$ cat src/pkg/vre_map.svh
/*
 * Register map, reset values and bus codes of the raw request and enable stage.
 * Assumes a 32-bit AXI4-Lite byte address; every register is one aligned word.
 */
`ifndef VRE_MAP_SVH
`define VRE_MAP_SVH

// ****************************************************************
// Register byte addresses
// ****************************************************************
`define VRE_ADDR_RAW_STATUS 32'hFFFF_F008
`define VRE_ADDR_ENABLE_SET 32'hFFFF_F010
`define VRE_ADDR_FORCED 32'hFFFF_F018
`define VRE_ADDR_FORCED_CLEAR 32'hFFFF_F01C
`define VRE_ADDR_EVENT_STATUS 32'hFFFF_F040
`define VRE_ADDR_EVENT_MASK 32'hFFFF_F044

// ****************************************************************
// Reset values and widths
// ****************************************************************
`define VRE_RESET_WORD 32'h0000_0000
`define VRE_DATA_WIDTH 32
`define VRE_LANE_COUNT 4
`define VRE_LANE_WIDTH 8

// ****************************************************************
// Response codes
// ****************************************************************
`define VRE_RESP_OKAY 2'h0
`define VRE_RESP_SLVERR 2'h2

`endif

$ cat src/pkg/vre_pkg.sv
/*
 * Types of the raw request and enable stage: the request vector layout and bus states.
 * Assumes the map header for widths; nothing here holds logic.
 */
package vre_pkg;

    // ****************************************************************
    // Request line layout, one bit per source
    // ****************************************************************
    typedef struct packed {  // [RL12] [RL13]
        logic [3:0] spare_31_28;
        logic counter_block_d_request;
        logic counter_block_c_request;
        logic [5:0] spare_25_20;
        logic two_wire_b_request;
        logic analog_converter_request;
        logic spare_17;
        logic external_pin_c_request;
        logic external_pin_b_request;
        logic external_pin_a_request;
        logic calendar_clock_request;
        logic freq_synth_request;
        logic sync_serial_b_request;
        logic sync_serial_a_request;
        logic two_wire_a_request;
        logic spare_8;
        logic async_serial_b_request;
        logic async_serial_a_request;
        logic counter_block_b_request;
        logic counter_block_a_request;
        logic processor_core_request_b;
        logic processor_core_request_a;
        logic spare_1;
        logic watchdog_request;
    } vre_req_vec_type;

    typedef enum logic [4:0] {
        WR_IDLE = 5'b0_0001,
        WR_HAVE_ADDR = 5'b0_0010,
        WR_HAVE_DATA = 5'b0_0100,
        WR_EXEC = 5'b0_1000,
        WR_RESP = 5'b1_0000
    } vre_wr_state_type;

endpackage : vre_pkg

$ cat src/design/vre_req_gate.sv
/*
 * Per-line request path: two-stage synchroniser, OR with the forced bits, enable gate.
 * Assumes request lines may come from any domain; forced and enable bits are local.
 */
`timescale 1ns/1ps
`include "vre_map.svh"

module vre_req_gate (
    input wire logic clk,
    input wire logic resetn,
    input wire vre_pkg::vre_req_vec_type req_in,
    input wire logic [`VRE_DATA_WIDTH-1:0] forced,
    input wire logic [`VRE_DATA_WIDTH-1:0] enable,
    output logic [`VRE_DATA_WIDTH-1:0] raw_status,
    output logic [`VRE_DATA_WIDTH-1:0] enabled_req
);

    logic [`VRE_DATA_WIDTH-1:0] req_meta;
    logic [`VRE_DATA_WIDTH-1:0] req_sync;
    logic [`VRE_DATA_WIDTH-1:0] req_flat;

    assign req_flat = req_in;  // [RL12] [RL13]

    // ****************************************************************
    // One slice per request line
    // ****************************************************************
    genvar i;
    generate
        for (i = 0; i < `VRE_DATA_WIDTH; i = i + 1) begin : g_line
            // Meta stage feeds only the second stage
            always_ff @(posedge clk) begin
                if (!resetn) begin
                    req_meta[i] <= 1'b0;
                    req_sync[i] <= 1'b0;
                end else begin
                    req_meta[i] <= req_flat[i];
                    req_sync[i] <= req_meta[i];
                end
            end

            assign raw_status[i] = req_sync[i] | forced[i];  // [RL1] [RL6] [RL7]

            always_ff @(posedge clk) begin
                if (!resetn) begin
                    enabled_req[i] <= 1'b0;
                end else begin
                    enabled_req[i] <= raw_status[i] & enable[i];  // [RL8]
                end
            end
        end
    endgenerate

endmodule : vre_req_gate

$ cat src/design/vre_controller.sv
/*
 * Raw request and enable stage of a vectored interrupt controller, AXI4-Lite slave.
 * Assumes one clock, synchronous active-low reset, and a classifier fed by ENABLED_REQ.
 */
`timescale 1ns/1ps
`include "vre_map.svh"

// Notes on behaviour
// (RL1) Forced bits ORed into request lines first
// (RL2) Clear write one drops forced bit
// (RL3) Clear write zero keeps forced bit
// (RL4) Clear register 32 bits, write-only
// (RL5) Raw status read-only, shows combined lines
// (RL6) Raw bit zero when both sources negated
// (RL7) Raw bit one when either source asserted
// (RL8) Only enabled requests pass onward
// (RL9) Enable read shows enabled positions
// (RL10) Enable write ones set, zeros keep
// (RL11) Enable and raw view reset zero
// (RL12) Low-byte source positions fixed
// (RL13) Upper source positions fixed
module vre_controller (
    input wire logic MCLK,
    input wire logic RESETN,
    input wire logic S_AXI_AWVALID,
    output logic S_AXI_AWREADY,
    input wire logic [31:0] S_AXI_AWADDR,
    input wire logic S_AXI_WVALID,
    output logic S_AXI_WREADY,
    input wire logic [`VRE_DATA_WIDTH-1:0] S_AXI_WDATA,
    input wire logic [`VRE_LANE_COUNT-1:0] S_AXI_WSTRB,
    output logic S_AXI_BVALID,
    input wire logic S_AXI_BREADY,
    output logic [1:0] S_AXI_BRESP,
    input wire logic S_AXI_ARVALID,
    output logic S_AXI_ARREADY,
    input wire logic [31:0] S_AXI_ARADDR,
    output logic S_AXI_RVALID,
    input wire logic S_AXI_RREADY,
    output logic [`VRE_DATA_WIDTH-1:0] S_AXI_RDATA,
    output logic [1:0] S_AXI_RRESP,
    input wire vre_pkg::vre_req_vec_type IRQ_REQ_IN,
    output logic [`VRE_DATA_WIDTH-1:0] ENABLED_REQ,
    output logic IRQ_OUT
);

    vre_pkg::vre_wr_state_type wr_state;
    vre_pkg::vre_wr_state_type next_wr_state;
    logic [31:0] wr_addr;
    logic [`VRE_DATA_WIDTH-1:0] wr_data;
    logic [`VRE_LANE_COUNT-1:0] wr_strb;
    logic [`VRE_DATA_WIDTH-1:0] wr_mask;
    logic [`VRE_DATA_WIDTH-1:0] wr_ones;
    logic aw_take;
    logic w_take;
    logic wr_exec;
    logic [`VRE_DATA_WIDTH-1:0] forced;
    logic [`VRE_DATA_WIDTH-1:0] enable;
    logic [`VRE_DATA_WIDTH-1:0] event_status;
    logic [`VRE_DATA_WIDTH-1:0] event_mask;
    logic [`VRE_DATA_WIDTH-1:0] raw_status;
    logic ar_take;
    logic [`VRE_DATA_WIDTH-1:0] next_rdata;
    logic [1:0] next_rresp;

    // ****************************************************************
    // Request path
    // ****************************************************************
    vre_req_gate u_gate (
        .clk(MCLK),
        .resetn(RESETN),
        .req_in(IRQ_REQ_IN),
        .forced(forced),
        .enable(enable),
        .raw_status(raw_status),
        .enabled_req(ENABLED_REQ)
    );

    // ****************************************************************
    // Write channel
    // ****************************************************************
    assign S_AXI_AWREADY = (wr_state == vre_pkg::WR_IDLE) || (wr_state == vre_pkg::WR_HAVE_DATA);
    assign S_AXI_WREADY = (wr_state == vre_pkg::WR_IDLE) || (wr_state == vre_pkg::WR_HAVE_ADDR);
    assign S_AXI_BVALID = (wr_state == vre_pkg::WR_RESP);
    assign aw_take = S_AXI_AWVALID && S_AXI_AWREADY;
    assign w_take = S_AXI_WVALID && S_AXI_WREADY;
    assign wr_exec = (wr_state == vre_pkg::WR_EXEC);

    always_comb begin
        next_wr_state = wr_state;
        case (wr_state)
            vre_pkg::WR_IDLE: begin
                if (aw_take && w_take) begin
                    next_wr_state = vre_pkg::WR_EXEC;
                end else if (aw_take) begin
                    next_wr_state = vre_pkg::WR_HAVE_ADDR;
                end else if (w_take) begin
                    next_wr_state = vre_pkg::WR_HAVE_DATA;
                end
            end
            vre_pkg::WR_HAVE_ADDR: begin
                if (w_take) begin
                    next_wr_state = vre_pkg::WR_EXEC;
                end
            end
            vre_pkg::WR_HAVE_DATA: begin
                if (aw_take) begin
                    next_wr_state = vre_pkg::WR_EXEC;
                end
            end
            vre_pkg::WR_EXEC: begin
                next_wr_state = vre_pkg::WR_RESP;
            end
            vre_pkg::WR_RESP: begin
                if (S_AXI_BREADY) begin
                    next_wr_state = vre_pkg::WR_IDLE;
                end
            end
            default: begin
                next_wr_state = vre_pkg::WR_IDLE;
            end
        endcase
    end

    always_ff @(posedge MCLK) begin
        if (!RESETN) begin
            wr_state <= vre_pkg::WR_IDLE;
        end else begin
            wr_state <= next_wr_state;
        end
    end

    always_ff @(posedge MCLK) begin
        if (!RESETN) begin
            wr_addr <= `VRE_RESET_WORD;
            wr_data <= `VRE_RESET_WORD;
            wr_strb <= '0;
        end else begin
            if (aw_take) begin
                wr_addr <= S_AXI_AWADDR;
            end
            if (w_take) begin
                wr_data <= S_AXI_WDATA;
                wr_strb <= S_AXI_WSTRB;
            end
        end
    end

    // Lanes with a low strobe write nothing, not zeros
    genvar lane;
    generate
        for (lane = 0; lane < `VRE_LANE_COUNT; lane = lane + 1) begin : g_lane
            assign wr_mask[lane*`VRE_LANE_WIDTH +: `VRE_LANE_WIDTH] = {`VRE_LANE_WIDTH{wr_strb[lane]}};
        end
    endgenerate
    assign wr_ones = wr_data & wr_mask;

    // Raw status takes no writes; it answers with an error
    always_ff @(posedge MCLK) begin
        if (!RESETN) begin
            S_AXI_BRESP <= `VRE_RESP_OKAY;
        end else if (wr_exec) begin
            case (wr_addr)
                `VRE_ADDR_ENABLE_SET, `VRE_ADDR_FORCED, `VRE_ADDR_FORCED_CLEAR,
                `VRE_ADDR_EVENT_STATUS, `VRE_ADDR_EVENT_MASK: begin
                    S_AXI_BRESP <= `VRE_RESP_OKAY;
                end
                default: begin
                    S_AXI_BRESP <= `VRE_RESP_SLVERR;  // [RL5]
                end
            endcase
        end
    end

    // ****************************************************************
    // Register state
    // ****************************************************************
    always_ff @(posedge MCLK) begin
        if (!RESETN) begin
            forced <= `VRE_RESET_WORD;
        end else if (wr_exec && (wr_addr == `VRE_ADDR_FORCED)) begin
            forced <= forced | wr_ones;
        end else if (wr_exec && (wr_addr == `VRE_ADDR_FORCED_CLEAR)) begin
            forced <= forced & ~wr_ones;  // [RL2] [RL3]
        end
    end

    // No clear path here: disabling lives in a later stage
    always_ff @(posedge MCLK) begin
        if (!RESETN) begin
            enable <= `VRE_RESET_WORD;  // [RL11]
        end else if (wr_exec && (wr_addr == `VRE_ADDR_ENABLE_SET)) begin
            enable <= enable | wr_ones;  // [RL10]
        end
    end

    // New events win over a same-cycle write-one clear
    always_ff @(posedge MCLK) begin
        if (!RESETN) begin
            event_status <= `VRE_RESET_WORD;
        end else if (wr_exec && (wr_addr == `VRE_ADDR_EVENT_STATUS)) begin
            event_status <= (event_status & ~wr_ones) | ENABLED_REQ;
        end else begin
            event_status <= event_status | ENABLED_REQ;
        end
    end

    always_ff @(posedge MCLK) begin
        if (!RESETN) begin
            event_mask <= `VRE_RESET_WORD;
        end else if (wr_exec && (wr_addr == `VRE_ADDR_EVENT_MASK)) begin
            event_mask <= (event_mask & ~wr_mask) | wr_ones;
        end
    end

    always_ff @(posedge MCLK) begin
        if (!RESETN) begin
            IRQ_OUT <= 1'b0;
        end else begin
            IRQ_OUT <= |(event_status & event_mask);
        end
    end

    // ****************************************************************
    // Read channel
    // ****************************************************************
    assign S_AXI_ARREADY = !S_AXI_RVALID;
    assign ar_take = S_AXI_ARVALID && S_AXI_ARREADY;

    always_comb begin
        next_rdata = `VRE_RESET_WORD;
        next_rresp = `VRE_RESP_OKAY;
        case (S_AXI_ARADDR)
            `VRE_ADDR_RAW_STATUS: begin
                next_rdata = raw_status;  // [RL5]
            end
            `VRE_ADDR_ENABLE_SET: begin
                next_rdata = enable;  // [RL9]
            end
            `VRE_ADDR_FORCED: begin
                next_rdata = forced;
            end
            `VRE_ADDR_FORCED_CLEAR: begin
                next_rdata = `VRE_RESET_WORD;  // [RL4]
            end
            `VRE_ADDR_EVENT_STATUS: begin
                next_rdata = event_status;
            end
            `VRE_ADDR_EVENT_MASK: begin
                next_rdata = event_mask;
            end
            default: begin
                next_rresp = `VRE_RESP_SLVERR;
            end
        endcase
    end

    always_ff @(posedge MCLK) begin
        if (!RESETN) begin
            S_AXI_RVALID <= 1'b0;
            S_AXI_RDATA <= `VRE_RESET_WORD;
            S_AXI_RRESP <= `VRE_RESP_OKAY;
        end else if (ar_take) begin
            S_AXI_RVALID <= 1'b1;
            S_AXI_RDATA <= next_rdata;
            S_AXI_RRESP <= next_rresp;
        end else if (S_AXI_RREADY) begin
            S_AXI_RVALID <= 1'b0;
        end
    end
endmodule : vre_controller

$ cat config.mk
export PLATFORM = sky130hd
export DESIGN_NAME = vre_controller
export DESIGN_NICKNAME = d
export VERILOG_FILES = /design/src/pkg/vre_pkg.sv /design/src/design/vre_req_gate.sv /design/src/design/vre_controller.sv
export VERILOG_INCLUDE_DIRS = /design/src /design/src/pkg
export SDC_FILE = /design/constraint.sdc
export NUM_CORES = 1
export LEC_CHECK = 0
export ABC_AREA = 1
export BUFFER_PORTS_ARGS = -buffer_cell sky130_fd_sc_hd__buf_2
export CAP_MARGIN = 30
export CORE_ASPECT_RATIO = 1.25
export CORE_MARGIN = 5
export CORE_UTILIZATION = 55
export CTS_CLUSTER_SIZE = 25
export DETAILED_ROUTE_END_ITERATION = 16
export HOLD_SLACK_MARGIN = 0.08
export PLACE_DENSITY = 0.78
export SLEW_MARGIN = 20
export SYNTH_ARGS = -nofsm -noshare
export SYNTH_HDL_FRONTEND = slang
export SYNTH_SLANG_ARGS = --single-unit
export TNS_END_PERCENT = 5
$ cat constraint.sdc
create_clock -name MCLK -period 3.1 [get_ports MCLK]
set_input_delay 0.775 -clock MCLK [delete_from_list [all_inputs] [get_ports MCLK]]
set_output_delay 0.775 -clock MCLK [all_outputs]
set_load 0.005 [all_outputs]
# --- After elaboration in Yosys (flattened, before gate mapping) ---
# Cells that the tools add are included.
word_totals:
  output_inout_bits: 74
  mem_bits_rw: 0
  mem_count: 0
  input_bits: 139
  reg_bits: 335
  latch_bits: 0
  mem_bits_ro: 0
  wordCells: 238
op_classes:
  div_mod_pow: 0
  n_addsub: 0
  n_mux: 15
  multipliers: 0
  n_lt_le_gt_ge: 0
  reduce_logical: 18
  shift: 0
  bitwise_logic: 76
  n_eq_ne: 20
op_table:
  columns: ["op", "n"]
  rows:
  - ["$eq 32x32->1 const B", 11]
  - ["$and 32x32->32", 5]
  - ["$or 32x32->32", 5]
  - ["$pmux 32 s5", 1]
  - ["$mux 32", 3]
  - ["$not 32->32", 2]
  - ["$and 1x1->1", 32]
  - ["$or 1x1->1", 32]
  - ["$reduce_or 32->1", 1]
  - ["$mux 5", 6]
  - ["$pmux 5 s5", 1]
  - ["$logic_and 1x1->1", 9]
  - ["$reduce_or 6->1", 1]
  - ["$eq 5x1->1 const B", 1]
  - ["$eq 5x2->1 const B", 1]
  - ["$eq 5x3->1 const B", 1]
  - ["$eq 5x4->1 const B", 1]
  - ["$eq 5x5->1 const B", 1]
  - ["$reduce_or 5->1", 1]
  - ["$mux 2", 2]
  - ["$ne 2x2->1 const B", 2]
  - ["$ne 4x3->1 const B", 1]
  - ["$reduce_and 4->1", 1]
  - ["$reduce_bool 2->1", 2]
  - ["other kinds (4)", 6]

# --- Logic depth before layout (Yosys ltp) ---
logic_depth:
  word_depth: 7
  mapped_depth: 11
  mapped_depth_nobuf: 11

# --- Cells and area by module ---
# From an unflattened synthesis, not the netlist that was laid out.
hier_totals:
  hier_cells: 2140
  area_unflattened_um2: 14821.7
modules_own_cells:
  columns: ["mod", "instances", "cells_per_inst", "seq_area_each_um2", "area_per_inst_um2"]
  rows:
  - ["vre_controller", 1, 1777, 4744.6, 11813.8]
  - ["vre_req_gate", 1, 363, 1921.8, 3007.9]

# --- Least setup slack after synthesis ---
# Ideal clock, no wire load.
synth_path:
  path_kind: "input to register"
  from: "input S_AXI_ARADDR[10]"
  to: "register S_AXI_RDATA[26]"
  path_stages: 10
  arrival_ps: 1817
  path_buffers: 1
  required_time_ps: 3036
  slack_ps: 1219
  setup_time_ps: 64
  path_cell_list: "inv_1 > nand2_1 > nor2_1 > nand2_1 > nor2_1 > clkbuf_1 > nand3_1 > nand2_1 > nor3_1 > nor2_1"
synth_between:
  elab_chain_cells: 2
  elab_cells_between_ends: 6
  cone_classes: "eq/ne (5); mux (1)"
synth_rtl:
  columns: ["item", "line", "rtl"]
  rows:
  - ["start, declared", "vre_controller.sv:37", "input wire logic [31:0] S_AXI_ARADDR,"]
  - ["$eq 32x32->1", "vre_controller.sv:233", "case (S_AXI_ARADDR)"]
  - ["$pmux 32 s5 *", "vre_controller.sv:233", null]
  - ["end signal, assigned", "vre_controller.sv:261", "S_AXI_RDATA <= `VRE_RESET_WORD;"]
  - ["end signal, assigned", "vre_controller.sv:265", "S_AXI_RDATA <= next_rdata;"]
  - ["end, declared", "vre_controller.sv:40", "output logic [`VRE_DATA_WIDTH-1:0] S_AXI_RDATA,"]
# Mark *: on every way between the ends. The rest lies on a longest branch, timed or not.
# A chain may end at the register's enable or synchronous reset.

# --- Worst setup path in the final report ---
layout_path:
  from: "register wr_state[2]"
  to: "output S_AXI_WREADY"
layout_between:
  elab_chain_cells: 2
  elab_cells_between_ends: 3
  cone_classes: "eq/ne (2); reduce/logical (1)"
layout_rtl:
  columns: ["item", "line", "rtl"]
  rows:
  - ["start, declared", "vre_controller.sv:47", "vre_pkg::vre_wr_state_type wr_state;"]
  - ["start signal, assigned", "vre_controller.sv:127", "wr_state <= vre_pkg::WR_IDLE;"]
  - ["start signal, assigned", "vre_controller.sv:129", "wr_state <= next_wr_state;"]
  - ["$eq 5x1->1 / $eq 5x2->1 (equally long branches)", "vre_controller.sv:83", "assign S_AXI_WREADY = (wr_state == vre_pkg::WR_IDLE) || (wr_state == vre_pkg::WR_HAVE_ADDR);"]
  - ["$logic_or 1x1->1 *", "vre_controller.sv:83", null]
  - ["end, declared", "vre_controller.sv:29", "output logic S_AXI_WREADY,"]
# Marked as above.

==> implementation parameters <==
Parameter                              Value

Worst setup path
  Sort of element at the end of the critical path ... primary output
  FF-to-FF setup slack ... 890 ps
  Worst R2R Start ... wr_state[2]
  Critical path peak fanout ... 4
  Startpoint Class ... flop
  Critical path cell sequence ... nor2_2 -> nand2_1 -> nor3_2 -> nor2_1 -> inv_1 -> buf_2
  Capturing point of the worst reg2reg path ... wr_data[15]
  CP max stage delay ... 330 ps
  Count of cells along the worst register-to-register path ... 9
  Cell at the slowest stage of the critical path ... sky130_fd_sc_hd__dfxtp_1
  Data required, critical path ... 2320 ps
  Worst Setup Path Type ... reg -> out
  Arr. time, crit path ... 1590 ps

Die
  Num ports ... 213
  Area of the placeable core ... 0.0245 mm2
  Die area ... 0.0281 mm2
  Die extent in y ... 186 um
  Effective utilization at floorplan ... 55.6%
  # rows ... 64
  Die Span X ... 151 um

Timing
  Period utilization ... 76.3%
  Count of pins over their slew limit ... 0
  Tightest slew margin relative to the limit ... 40.8%
  Final Skew ... 13.9 ps
  Number of failing setup endpoints in the final timing report ... 0
  Least-Margin Pin Slew ... 888 ps
  Minimum clock period ... 2360 ps
  Total Negative Setup Slacks ... 0 ps
  Final number of hold-violating endpoints ... 0
  Setup repair after global routing missed its margin ... false
  Max Freq ... 423 MHz

Worst hold path
  Hold worst-path end ... u_gate.req_sync[3]
  Worst hold path cell count ... 2
  Hold Path Class ... reg -> reg
  Hold path startpoint ... u_gate.req_meta[3]

Detailed routing
  Antenna Nets Post-Route ... 0
  Iteration count of the initial detailed-routing pass ... 5
  Initial detailed-routing violation count ... 1230
  Average wire per cell in the routed design ... 15.7 um
  Vias ... 13100
  Routed vias/inst ... 5.40
  Count of unresolved DRC violations after routing ... 0
  Final WL ... 38200 um

Cells and area
  Most common cell after layout, fill and taps aside ... sky130_fd_sc_hd__nand2_1
  Fill cell count ... 2207
  Relative area change from synthesis to final layout ... 17.1%
  Top library cells by usage in the layout, fill and taps aside ... sky130_fd_sc_hd__nand2_1, sky130_fd_sc_hd__dfxtp_1, sky130_fd_sc_hd__nor2_1
  Layout cell share with drive strength beyond 1 ... 14.5%
  Final #Nets ... 2218
  Post-Layout Cell Count ... 2434
  Final antenna diode count ... 0

Global route
  Overall fraction of global-route tracks in use ... 26.8%
  Remaining global-route overflow ... 0
  Number of global-route vias before repair ... 12500
  Maximum number of pins on one net before global-route repair ... 136
  Global-route wire length before repair ... 61400 um
  Antenna violations before repair ... 0

Logic synthesis
  Gate count after technology mapping ... 1930
  Number of synthesized register bits ... 333
  Cell types with the largest area share after synthesis ... sky130_fd_sc_hd__dfxtp_1, sky130_fd_sc_hd__nand2_1, sky130_fd_sc_hd__nor2_1, sky130_fd_sc_hd__nand3_1, sky130_fd_sc_hd__o21ai_0
  Post-synthesis sequential area ratio ... 48.9%
  Cell accounting for the most synthesized area ... sky130_fd_sc_hd__dfxtp_1
  Cell Area, Synth ... 0.0136 mm2
  Count of different cell masters after synthesis ... 29
  Top cell type's share of synthesized area ... 48.9%
  Count of yosys warnings during synthesis ... 0
  Syn_area_per_cell ... 7.06 um2

Power and ir drop
  Power Density ... 662 mW/mm2
  Power after layout ... 10.6 mW
  Reported leakage power ... 7.54 nW
  Peak supply drop ... 0.527 mV

Status
  Result of the run ... finished, final reports clean

CTS
  Reg clk slew, reported paths ... 60 ps
  CTS H-Tree Depth ... 2
  Clock buffers created by TritonCTS ... 34
  Count of buffers added by post-CTS timing repair for setup ... 0
  Worst-Skew Late Latency ... 510 ps
  Number of buffers on the longest clock path ... 3
  Library cell used as clock root buffer ... sky130_fd_sc_hd__clkbuf_16
  Clock net sink count ... 333
  Total of cells resized after clock tree synthesis ... 0
  TritonCTS clock tree ... yes
  Number of hold-repair buffers added at the cts stage ... 0

Place
  Count of buffers from port buffering ... 210
  Number of placed instances with taps included ... 2373
  Detailed placer's ending HPWL ... 23700 um
  Final weighted congestion in routability-driven placement ... 0.858

Flow run
  Max-cap viol count ... 0
kinds of logic after synthesis:
kind of cell           Yosys count  synth area share [%]
other                            1                0.0275
DFF                            333                  48.9
AOI/OAI and AO/OA              286                  10.6
and+or+nand+nor               1010                  31.6
buffers and inverters          300                  8.90
worst max-delay path: cells and delay by family, from the launching register on:
family / cells / cell delay (ps)
flops: 1 / 330
buf+inv: 2 / 200
simple gates: 4 / 570
how the worst max path moves through the flow:
| stage | from | endpoint | slack (ps) |
|---|---|---|---|
| final | wr_state[2] | S_AXI_WREADY | 740 |
| after global routing | wr_state[2] | S_AXI_WREADY | 640 |
| after CTS | wr_state[2] | S_AXI_WREADY | 750 |
| after detailed placement | S_AXI_ARADDR[7] | S_AXI_RDATA[15] | 750 |
| after global placement | S_AXI_ARADDR[7] | S_AXI_RRESP[1] | 770 |
| after floorplan | S_AXI_ARADDR[10] | S_AXI_RDATA[26] | 1220 |
synthesized netlist by cell type:
cell	n
sky130_fd_sc_hd__nand2_1	385
sky130_fd_sc_hd__dfxtp_1	333
sky130_fd_sc_hd__nor2_1	310
sky130_fd_sc_hd__nand3_1	209
sky130_fd_sc_hd__inv_1	173
sky130_fd_sc_hd__o21ai_0	161
sky130_fd_sc_hd__a21oi_1	117
sky130_fd_sc_hd__clkbuf_1	63
sky130_fd_sc_hd__nand4_1	51
sky130_fd_sc_hd__buf_2	43
sky130_fd_sc_hd__nor3_1	38
sky130_fd_sc_hd__buf_4	9
sky130_fd_sc_hd__buf_1	7
sky130_fd_sc_hd__nor2_2	6
sky130_fd_sc_hd__inv_2	3
sky130_fd_sc_hd__nor2_4	3
sky130_fd_sc_hd__o21ai_1	3
sky130_fd_sc_hd__a22o_1	2
sky130_fd_sc_hd__clkinv_1	2
sky130_fd_sc_hd__nand3_2	2
sky130_fd_sc_hd__nor3_2	2
sky130_fd_sc_hd__a41oi_1	1
sky130_fd_sc_hd__and2_0	1
sky130_fd_sc_hd__and3_1	1
sky130_fd_sc_hd__conb_1	1
sky130_fd_sc_hd__nand3b_1	1
sky130_fd_sc_hd__o21a_1	1
sky130_fd_sc_hd__o31ai_1	1
sky130_fd_sc_hd__or2_2	1
power by group:
group / internal [mW] / switching, mW / total (mW)
registers: 4.68 / 0.372 / 5.05
clock network: 2.57 / 1.62 / 4.20
logic: 0.438 / 0.877 / 1.31
total: 7.69 / 2.87 / 10.6
per-layer routing:
metal | vias to the layer above | GRT usage [%] | share of wire [%]
met5 | - | 0 | 0
met4 | 0 | 11.5 | 4.1
met3 | 112 | 6.02 | 9.8
met2 | 592 | 44.3 | 47
met1 | 5919 | 33.7 | 39
li1 | 6509 | - | -
stage by stage:
step                      worst slack, ps  util (%)  instance area, um2  hold slack (ps)
after floorplan                      1220         -               13600              390
after global placement                772      60.3               14800              397
after detailed placement              747      60.4               14800              399
after CTS                             746      65.1               16000              413
after global routing                  638      65.1               16000              428
final                                 736      65.1               16000              409
final cells by class:
| cell class | count | area [um2] | share of cell area (%) |
|---|---|---|---|
| Tap cell | 330 | 413 | 2.59 |
| Multi-Input combinational cell | 1298 | 5770 | 36.1 |
| Sequential cell | 333 | 6670 | 41.8 |
| Clock inverter | 8 | 118 | 0.737 |
| Timing Repair Buffer | 234 | 1280 | 8.03 |
| Clock buffer | 53 | 1050 | 6.55 |
| Inverter | 178 | 668 | 4.19 |
No activity file was read; power rests on OpenSTA's default activity.
